===== src/logic/iwd_consts.vh =====
// Constants for the instruction word decoder: field positions, encodings, reset values.
// Assumes inclusion by bare name from the decoder files.
`ifndef IWD_CONSTS_VH
`define IWD_CONSTS_VH
`define IWD_WORD_W 14
`define IWD_CLASS_HI 13
`define IWD_CLASS_LO 12
`define IWD_OP4_HI 11
`define IWD_OP4_LO 8
`define IWD_DEST_BIT 7
`define IWD_FILE_HI 6
`define IWD_FILE_LO 0
`define IWD_BIT_HI 9
`define IWD_BIT_LO 7
`define IWD_K8_HI 7
`define IWD_K11_HI 10
`define IWD_CALL_BIT 11
`define IWD_CLASS_BYTE 2'b00
`define IWD_CLASS_BIT 2'b01
`define IWD_CLASS_JUMP 2'b10
`define IWD_CLASS_LIT 2'b11
`define IWD_IDLE_WORD 14'h0000
`define IWD_RETURN_LOW 8'h08
`define IWD_RESET_PC 13'h0000
`define IWD_RESET_W 8'h00
`define IWD_RESET_SP 3'h0
`define IWD_FILE_FIRST 7'h00
`define IWD_FILE_LAST 7'h7F
`define IWD_Q_PER_CYCLE 4
`endif


===== src/logic/iwd_file_ram.v =====
// File register memory with a registered read port.
// Assumes one clock; write takes effect at the edge, read data appear one edge later.
module iwd_file_ram #(
  parameter ADDR_W = 7,
  parameter DATA_W = 8
) (
  input wire clk,
  input wire wr_en,
  input wire [ADDR_W-1:0] wr_addr,
  input wire [DATA_W-1:0] wr_data,
  input wire [ADDR_W-1:0] rd_addr,
  output reg [DATA_W-1:0] rd_data
);
  reg [DATA_W-1:0] mem [0:(1<<ADDR_W)-1];

  always @(posedge clk) begin
    if (wr_en) begin
      mem[wr_addr] <= wr_data;
    end
    rd_data <= mem[rd_addr];
  end
endmodule


===== src/logic/iwd_core.v =====
// Instruction word decoder and sequencer of a small 8-bit core.
// Assumes program memory on mclk answers prog_addr with prog_word by the fourth phase.
//
// Notes on behaviour
// - Each instruction is one 14-bit word
// - Byte, bit and literal/control categories decoded
// - Destination bit zero to accumulator, one to file
// - File address field spans 0x00 to 0x7F
// - Bit selector picks one of eight bits
// - Literals are 8 or 11 bits wide
// - Four clock phases form one instruction cycle
// - Taken test or branch adds idle cycle
// - File operand always read and modified, stored only for file destination or bit set/clear
// - Don't-care bits never change decoding
`include "iwd_consts.vh"
module iwd_core #(
  parameter PC_W = 13,
  parameter FILE_AW = 7,
  parameter SP_W = 3
) (
  input wire mclk,
  input wire rst_b,
  input wire [`IWD_WORD_W-1:0] prog_word,
  output reg [PC_W-1:0] prog_addr,
  output reg [`IWD_WORD_W-1:0] exec_word,
  output reg [1:0] instr_class,
  output reg [3:0] q_phase,
  output reg idle_slot,
  output reg retire,
  output reg [7:0] accum,
  output reg flag_c,
  output reg flag_dc,
  output reg flag_z,
  output reg file_wr,
  output reg [FILE_AW-1:0] file_addr,
  output reg [7:0] file_wdata
);
  localparam Q1 = 4'b0001;
  localparam Q2 = 4'b0010;
  localparam Q3 = 4'b0100;
  localparam Q4 = 4'b1000;
  localparam STACK_D = 1 << SP_W;

  localparam OP_MOVWF = 4'h0;
  localparam OP_CLR = 4'h1;
  localparam OP_SUBWF = 4'h2;
  localparam OP_DECF = 4'h3;
  localparam OP_IORWF = 4'h4;
  localparam OP_ANDWF = 4'h5;
  localparam OP_XORWF = 4'h6;
  localparam OP_ADDWF = 4'h7;
  localparam OP_MOVF = 4'h8;
  localparam OP_COMF = 4'h9;
  localparam OP_INCF = 4'hA;
  localparam OP_DECFSZ = 4'hB;
  localparam OP_RRF = 4'hC;
  localparam OP_RLF = 4'hD;
  localparam OP_SWAPF = 4'hE;
  localparam OP_INCFSZ = 4'hF;

  localparam BOP_CLEAR = 2'b00;
  localparam BOP_SET = 2'b01;
  localparam BOP_TEST_CLR = 2'b10;
  localparam BOP_TEST_SET = 2'b11;

  // Category from the top two bits
  function [1:0] iwd_class;
    input [`IWD_WORD_W-1:0] word;
    begin
      iwd_class = word[`IWD_CLASS_HI:`IWD_CLASS_LO];
    end
  endfunction

  // One-hot mask of the selected bit
  function [7:0] iwd_bit_mask;
    input [2:0] sel;
    integer i;
    begin
      iwd_bit_mask = 8'h00;
      for (i = 0; i < 8; i = i + 1) begin
        if (sel == i[2:0]) begin
          iwd_bit_mask[i] = 1'b1;
        end
      end
    end
  endfunction

  reg [`IWD_WORD_W-1:0] ir;
  reg [PC_W-1:0] pc;
  reg [7:0] opnd;
  reg [7:0] res;
  reg to_w;
  reg take;
  reg push;
  reg pop;
  reg jump;
  reg pend_c;
  reg pend_dc;
  reg pend_z;
  reg [SP_W-1:0] sp;
  reg [PC_W-1:0] stack [0:STACK_D-1];

  reg [7:0] next_res;
  reg next_c;
  reg next_dc;
  reg next_z;
  reg next_to_w;
  reg next_to_f;
  reg next_take;
  reg next_push;
  reg next_pop;
  reg next_jump;
  reg aff_z;
  reg [7:0] add_a;
  reg [7:0] add_b;
  reg add_cin;

  wire [7:0] rd_data;
  wire [3:0] op4 = ir[`IWD_OP4_HI:`IWD_OP4_LO];
  wire dest = ir[`IWD_DEST_BIT];
  wire [FILE_AW-1:0] faddr = ir[`IWD_FILE_HI:`IWD_FILE_LO];
  wire [7:0] k8 = ir[`IWD_K8_HI:0];
  wire [`IWD_K11_HI:0] k11 = ir[`IWD_K11_HI:0];
  wire [7:0] bmask = iwd_bit_mask(ir[`IWD_BIT_HI:`IWD_BIT_LO]);
  wire is_sub = ((iwd_class(ir) == `IWD_CLASS_BYTE) && (op4 == OP_SUBWF)) ||
                ((iwd_class(ir) == `IWD_CLASS_LIT) && (op4[3:1] == 3'b110));
  wire [8:0] sum9 = {1'b0, add_a} + {1'b0, add_b} + {8'h00, add_cin};
  wire [4:0] nib5 = {1'b0, add_a[3:0]} + {1'b0, add_b[3:0]} + {4'h0, add_cin};
  wire [SP_W-1:0] sp_top = sp - {{(SP_W-1){1'b0}}, 1'b1};
  wire [PC_W-1:0] pc_inc = pc + {{(PC_W-1){1'b0}}, 1'b1};
  wire [`IWD_WORD_W-1:0] next_ir = take ? `IWD_IDLE_WORD : prog_word;

  // File registers, read every cycle at the decoded address
  iwd_file_ram #(
    .ADDR_W(FILE_AW),
    .DATA_W(8)
  ) u_file_ram (
    .clk(mclk),
    .wr_en(file_wr),
    .wr_addr(file_addr),
    .wr_data(file_wdata),
    .rd_addr(faddr),
    .rd_data(rd_data)
  );

  // Phase ring, one instruction cycle per turn
  always @(posedge mclk) begin
    if (!rst_b) begin
      q_phase <= Q1;
    end else begin
      case (q_phase)
        Q1: q_phase <= Q2;
        Q2: q_phase <= Q3;
        Q3: q_phase <= Q4;
        Q4: q_phase <= Q1;
        default: q_phase <= Q1;
      endcase
    end
  end

  // Adder operands
  always @* begin
    add_a = opnd;
    add_b = accum;
    add_cin = 1'b0;
    if (iwd_class(ir) == `IWD_CLASS_LIT) begin
      add_a = k8;
    end
    if (is_sub) begin
      add_b = ~accum;
      add_cin = 1'b1;
    end
  end

  // Decode and execute
  always @* begin
    next_res = opnd;
    next_c = flag_c;
    next_dc = flag_dc;
    next_z = flag_z;
    next_to_w = 1'b0;
    next_to_f = 1'b0;
    next_take = 1'b0;
    next_push = 1'b0;
    next_pop = 1'b0;
    next_jump = 1'b0;
    aff_z = 1'b0;
    case (iwd_class(ir))
      `IWD_CLASS_BYTE: begin
        next_to_w = ~dest;
        next_to_f = dest;
        case (op4)
          OP_MOVWF: begin
            next_res = accum;
            next_to_w = 1'b0;
            if (!dest && ir[7:0] == `IWD_RETURN_LOW) begin
              next_pop = 1'b1;
              next_take = 1'b1;
            end
          end
          OP_CLR: begin
            next_res = 8'h00;
            aff_z = 1'b1;
          end
          OP_SUBWF, OP_ADDWF: begin
            next_res = sum9[7:0];
            next_c = sum9[8];
            next_dc = nib5[4];
            aff_z = 1'b1;
          end
          OP_DECF: begin
            next_res = opnd - 8'h01;
            aff_z = 1'b1;
          end
          OP_IORWF: begin
            next_res = accum | opnd;
            aff_z = 1'b1;
          end
          OP_ANDWF: begin
            next_res = accum & opnd;
            aff_z = 1'b1;
          end
          OP_XORWF: begin
            next_res = accum ^ opnd;
            aff_z = 1'b1;
          end
          OP_MOVF: begin
            next_res = opnd;
            aff_z = 1'b1;
          end
          OP_COMF: begin
            next_res = ~opnd;
            aff_z = 1'b1;
          end
          OP_INCF: begin
            next_res = opnd + 8'h01;
            aff_z = 1'b1;
          end
          OP_DECFSZ: begin
            next_res = opnd - 8'h01;
            next_take = (opnd == 8'h01);
          end
          OP_RRF: begin
            next_res = {flag_c, opnd[7:1]};
            next_c = opnd[0];
          end
          OP_RLF: begin
            next_res = {opnd[6:0], flag_c};
            next_c = opnd[7];
          end
          OP_SWAPF: begin
            next_res = {opnd[3:0], opnd[7:4]};
          end
          OP_INCFSZ: begin
            next_res = opnd + 8'h01;
            next_take = (opnd == 8'hFF);
          end
          default: begin
            next_res = opnd;
          end
        endcase
      end
      `IWD_CLASS_BIT: begin
        case (ir[11:10])
          BOP_CLEAR: begin
            next_res = opnd & ~bmask;
            next_to_f = 1'b1;
          end
          BOP_SET: begin
            next_res = opnd | bmask;
            next_to_f = 1'b1;
          end
          BOP_TEST_CLR: begin
            next_take = ((opnd & bmask) == 8'h00);
          end
          BOP_TEST_SET: begin
            next_take = ((opnd & bmask) != 8'h00);
          end
          default: begin
            next_take = 1'b0;
          end
        endcase
      end
      `IWD_CLASS_JUMP: begin
        next_jump = 1'b1;
        next_take = 1'b1;
        next_push = ~ir[`IWD_CALL_BIT];
      end
      default: begin
        next_res = k8;
        casez (op4)
          4'b00??: begin
            next_to_w = 1'b1;
          end
          4'b01??: begin
            next_to_w = 1'b1;
            next_pop = 1'b1;
            next_take = 1'b1;
          end
          4'b1000: begin
            next_res = accum | k8;
            next_to_w = 1'b1;
            aff_z = 1'b1;
          end
          4'b1001: begin
            next_res = accum & k8;
            next_to_w = 1'b1;
            aff_z = 1'b1;
          end
          4'b1010: begin
            next_res = accum ^ k8;
            next_to_w = 1'b1;
            aff_z = 1'b1;
          end
          4'b11??: begin
            next_res = sum9[7:0];
            next_c = sum9[8];
            next_dc = nib5[4];
            next_to_w = 1'b1;
            aff_z = 1'b1;
          end
          default: begin
            next_res = k8;
          end
        endcase
      end
    endcase
    if (aff_z) begin
      next_z = (next_res == 8'h00);
    end
  end

  // Read in Q2, modify in Q3, store and advance in Q4
  always @(posedge mclk) begin
    if (!rst_b) begin
      ir <= `IWD_IDLE_WORD;
      exec_word <= `IWD_IDLE_WORD;
      instr_class <= `IWD_CLASS_BYTE;
      pc <= `IWD_RESET_PC;
      prog_addr <= `IWD_RESET_PC;
      idle_slot <= 1'b1;
      retire <= 1'b0;
      accum <= `IWD_RESET_W;
      flag_c <= 1'b0;
      flag_dc <= 1'b0;
      flag_z <= 1'b0;
      file_wr <= 1'b0;
      file_addr <= `IWD_FILE_FIRST;
      file_wdata <= 8'h00;
      opnd <= 8'h00;
      res <= 8'h00;
      to_w <= 1'b0;
      take <= 1'b0;
      push <= 1'b0;
      pop <= 1'b0;
      jump <= 1'b0;
      pend_c <= 1'b0;
      pend_dc <= 1'b0;
      pend_z <= 1'b0;
      sp <= `IWD_RESET_SP;
    end else begin
      retire <= 1'b0;
      file_wr <= 1'b0;
      if (q_phase == Q2) begin
        opnd <= rd_data;
      end
      if (q_phase == Q3) begin
        res <= next_res;
        to_w <= next_to_w;
        take <= next_take;
        push <= next_push;
        pop <= next_pop;
        jump <= next_jump;
        pend_c <= next_c;
        pend_dc <= next_dc;
        pend_z <= next_z;
        file_wr <= next_to_f;
        file_addr <= faddr;
        file_wdata <= next_res;
        retire <= 1'b1;
      end
      if (q_phase == Q4) begin
        if (to_w) begin
          accum <= res;
        end
        flag_c <= pend_c;
        flag_dc <= pend_dc;
        flag_z <= pend_z;
        ir <= next_ir;
        exec_word <= next_ir;
        instr_class <= iwd_class(next_ir);
        idle_slot <= take;
        if (jump) begin
          pc <= {pc[PC_W-1:`IWD_K11_HI+1], k11};
          prog_addr <= {pc[PC_W-1:`IWD_K11_HI+1], k11};
        end else if (pop) begin
          pc <= stack[sp_top];
          prog_addr <= stack[sp_top];
        end else begin
          pc <= pc_inc;
          prog_addr <= pc_inc;
        end
        if (push) begin
          stack[sp] <= pc;
          sp <= sp + {{(SP_W-1){1'b0}}, 1'b1};
        end else if (pop) begin
          sp <= sp_top;
        end
      end
    end
  end
endmodule


===== config.mk =====
export PLATFORM = sky130hd
export DESIGN_NAME = iwd_core
export DESIGN_NICKNAME = d
export VERILOG_FILES = /design/src/logic/iwd_file_ram.v /design/src/logic/iwd_core.v
export VERILOG_INCLUDE_DIRS = /design/src /design/src/logic
export SDC_FILE = /design/constraint.sdc
export NUM_CORES = 1
export LEC_CHECK = 0
export BUFFER_PORTS_ARGS = -buffer_cell sky130_fd_sc_hd__buf_2
export CORE_MARGIN = 5
export CORE_UTILIZATION = 37
export DETAILED_ROUTE_END_ITERATION = 10
export GPL_TIMING_DRIVEN = 0
export PLACE_DENSITY = 0.55
export SYNTH_ARGS = -nofsm -noshare
export SYNTH_HDL_FRONTEND = slang
export SYNTH_HIERARCHICAL = 1
export SYNTH_SLANG_ARGS = --single-unit

===== constraint.sdc =====
create_clock -name mclk -period 4.4 [get_ports mclk]
set_clock_uncertainty 0.2 [all_clocks]
set_input_delay 0.44 -clock mclk [delete_from_list [all_inputs] [get_ports mclk]]
set_output_delay 0.44 -clock mclk [all_outputs]
set_load 0.03 [all_outputs]

==> summary.json <==
{
  "cp-start-kind": "flip-flop",
  "min_period_over_period": 0.9840,
  "critPathCaptureType": "flip-flop",
  "syn-num-nets": 2797,
  "arrival_ns": 4.73,
  "buffer_ports.inserted": 77,
  "core_area_um2": 135500,
  "final_layout_size_suffix_gt1_frac": 0.2416,
  "main_combinational_cell_family_by_area_after_synthesis": "multiplexers",
  "power-per-cell-area_nw_per_um2": 406.4,
  "parity_gate_share_of_the_synthesized_area_counting_xor_and_xnor_cells": 0.004320,
  "globalRouteOverflowTotal": 0,
  "fin_nets": 3039,
  "timing_worst_slew_pin_value_ns": 1.513,
  "drt-wirelength-per-cell_um": 30.36,
  "cts-root-buf": "clkbuf_16",
  "initial_core_util": 0.3720,
  "max_clock_freq_mhz": 231.0,
  "post-synth-top-area-fraction": 0.6721,
  "route.vias.total": 28080,
  "dominantRegCellSynth": "edfxtp_1",
  "drc": 0,
  "count_of_yosys_warnings_during_synthesis": 6,
  "gpl.final_weighted_congestion": 0.9217,
  "synth_most_common_cell": "edfxtp_1",
  "synth_fa_ha_area_frac": 0.01281,
  "routed_via_density": 5.780,
  "outcome": "finished with violations",
  "post_synth_and_or_nand_nor_area_fraction": 0.04879,
  "clock_sink_count": 1215,
  "placement.setup.worst_slack_ns": -1.041,
  "netlist-cell-type-count": 83,
  "vias_in_the_first_global_route": 28560,
  "setup_total_negative_slack_ns": 0,
  "final_hold_viol_count": 0,
  "dieWidth_um": 379.1,
  "grt_start_max_net_pins": 86,
  "post-synth-top-area-cell": "edfxtp_1",
  "setup_violations": 0,
  "worst_path_most_repeated_cell": "mux4_2",
  "detail_route.wirelength.met1_um": 60740,
  "fp-row-count": 135,
  "number_of_flip_flops_and_latches_in_the_synthesized_netlist": 1215,
  "track_usage": 0.2052,
  "dp_hpwl_um": 100400,
  "compound_cell_area_share_of_the_yosys_netlist": 0.03821,
  "top_sig_layer": "met4",
  "drtPass1Iterations": 5,
  "power_leakage_nw": 17.34,
  "setup_ws_ns": 0.07023,
  "rsz_0062_raised_after_global_routing": "no",
  "slowest_stage": "buf_1",
  "area_growth_pct": 14.73,
  "slowest_delay_ns": 0.81,
  "drv_cap": 2,
  "finalWirelength_um": 147500,
  "h-tree-depth": 4,
  "num_io_pins": 78,
  "violations": "max-capacitance violations, max-slew violations",
  "netlist_instances": 2730,
  "timing.critical_path.fanout_max": 12,
  "numCtsBuffers": 132,
  "synth_enable_flop_cells": 1128,
  "routed-wl-met3_um": 10480,
  "die_y_extent_um": 379.1,
  "timing.critical_path.cells": "clkbuf_2, buf_1, mux4_2, mux4_2, mux4_2, mux2_2",
  "synth.mux.area_fraction": 0.1705,
  "post-layout-total-power_w": 0.02350,
  "timing_worst_setup_path_type": "reg -> reg",
  "clockBufferDepth": 3,
  "die_area_um2": 143700,
  "antenna_left": 0,
  "summed_instance_area_of_the_synthesized_netlist_um2": 50400,
  "post-route-min-period_ns": 4.330,
  "met2WireLength_um": 72010,
  "async_reset_ff_frac": 0,
  "tritoncts": "built",
  "power.ir.vdd_worst_uv": 367.8,
  "detailedRoute.firstIterationViolations": 2974,
  "min-delay-path-class": "reg -> reg",
  "timing.critical_path.required_ns": 4.80,
  "maxSlewViolCount": 11,
  "clock_insertion_delay_worst_skew_ns": 0.75,
  "yosysSeqAreaShare": 0.7067,
  "clkSlewWorstSetupHoldPaths_ns": 0.08,
  "grt_pass1_wl_um": 210900,
  "synth.cells.most_frequent": "edfxtp_1 (1,128), mux4_2 (364), nor2_1 (195), nand2_1 (149), clkbuf_1 (101)",
  "mean_syn_cell_area_um2": 18.46,
  "maxSlewHeadroom": -0.008944,
  "ys_top_cells_by_area": "edfxtp_1 (67%), mux4_2 (16%), dfxtp_1 (3.5%), nor2_1 (1.5%), ha_1 (1.2%)",
  "grt_antenna_before_repair": 6
}
## worst paths after layout
path	from	to	slack (ns)	cells past startpoint
setup reg to reg	ir[2]$_SDFFE_PN0N_	u_file_ram/rd_data[1]$_DFF_P_	0.07	6
hold / removal	u_file_ram/rd_data[1]$_DFF_P_	opnd[1]$_SDFFE_PN0N_	0.23	2
setup / recovery	ir[2]$_SDFFE_PN0N_	u_file_ram/rd_data[1]$_DFF_P_	0.07	6
hold reg to reg	u_file_ram/rd_data[1]$_DFF_P_	opnd[1]$_SDFFE_PN0N_	0.23	2
## cell families (layout without fill, tap and decap cells)
| group | after synthesis | after routing |
|---|---|---|
| adder cells (fa/ha/maj) | 51 | 51 |
| AND/OR/NAND/NOR | 531 | 531 |
| XOR/XNOR | 24 | 24 |
| buffers and inverters | 219 | 564 |
| flip-flops | 1215 | 1215 |
| multiplexers | 402 | 402 |
| other | 0 | 2 |
| AO/OA/AOI/OAI | 288 | 288 |
## critical path: cells and delay by family, from the launching register on
family / cells / cell delay [ns]
mux: 4 / 1.91
buf+inv: 2 / 1.36
flops: 1 / 0.68
## cells in the final DEF (no fill, tap or decap), drive strengths merged, types with 28 or more instances in the layout
| master | Yosys | routed |
|---|---|---|
| o21ai | 51 | 51 |
| nand2 | 149 | 149 |
| inv | 40 | 49 |
| mux2i | 28 | 28 |
| nand3 | 36 | 36 |
| dfxtp | 87 | 87 |
| a211oi | 37 | 37 |
| edfxtp | 1128 | 1128 |
| clkinv | 1 | 50 |
| clkbuf | 102 | 273 |
| buf | 76 | 167 |
| mux4 | 364 | 364 |
| ha | 50 | 50 |
| nor2 | 195 | 195 |
| nor3 | 39 | 39 |
| a21oi | 80 | 80 |
## sequential cells by signal (all words and copies together), names as in the netlist, 8 cells and up
signal / flops
u_file_ram/rd_data: 8
u_file_ram/mem: 1024
accum: 8
stack: 104
res: 8
opnd: 8
pc: 13
ir: 12
## cell type report
cell class	instances	area, µm²
timing repair buffer	109	870.8
inverter	41	153.9
clock inverter	66	661.9
clock buffer	171	3512
antenna	2	5.005
tap	1781	2228
fill	11830	77650
sequential	1215	35650
multi-input combinational	1296	13930
buffer	177	807.0
## repair_timing
item / CTS / global route
hold endpoints to repair: 21 / 0
setup endpoints to repair: 14 / 6
hold buffers: 15 / 0
pin swaps: 1 / 0
resized for setup: 16 / 7
buffers inserted: 2 / 0
## per-stage QoR
stage / hold WS [ns] / cell area, µm² / utilization / cells
5_1_grt: 0.2690 / 57810 / 0.4268 / 4856
6_report: 0.2278 / 57820 / 0.4268 / 4858
3_5_place_dp: 0.2335 / 53370 / 0.3940 / 4601
2_1_floorplan: 0.2174 / 50400 / - / 2730
4_1_cts: 0.2303 / 57760 / 0.4264 / 4854
3_3_place_gp: 0.2281 / 53010 / 0.3913 / 4588
## layer usage
| metal | GRT usage | vias up |
|---|---|---|
| li1 | - | 11630 |
| met2 | 0.3400 | 1196 |
| met3 | 0.03505 | 223 |
| met4 | 0.06260 | 0 |
| met1 | 0.2792 | 15030 |
| met5 | 0 | - |
## power breakdown
group	internal, W	switching (W)
clock	0.00615	0.00446
combinational	0.000110	0.000228
sequential	0.0125	0.0000473
(Power assumes the default switching activity.)
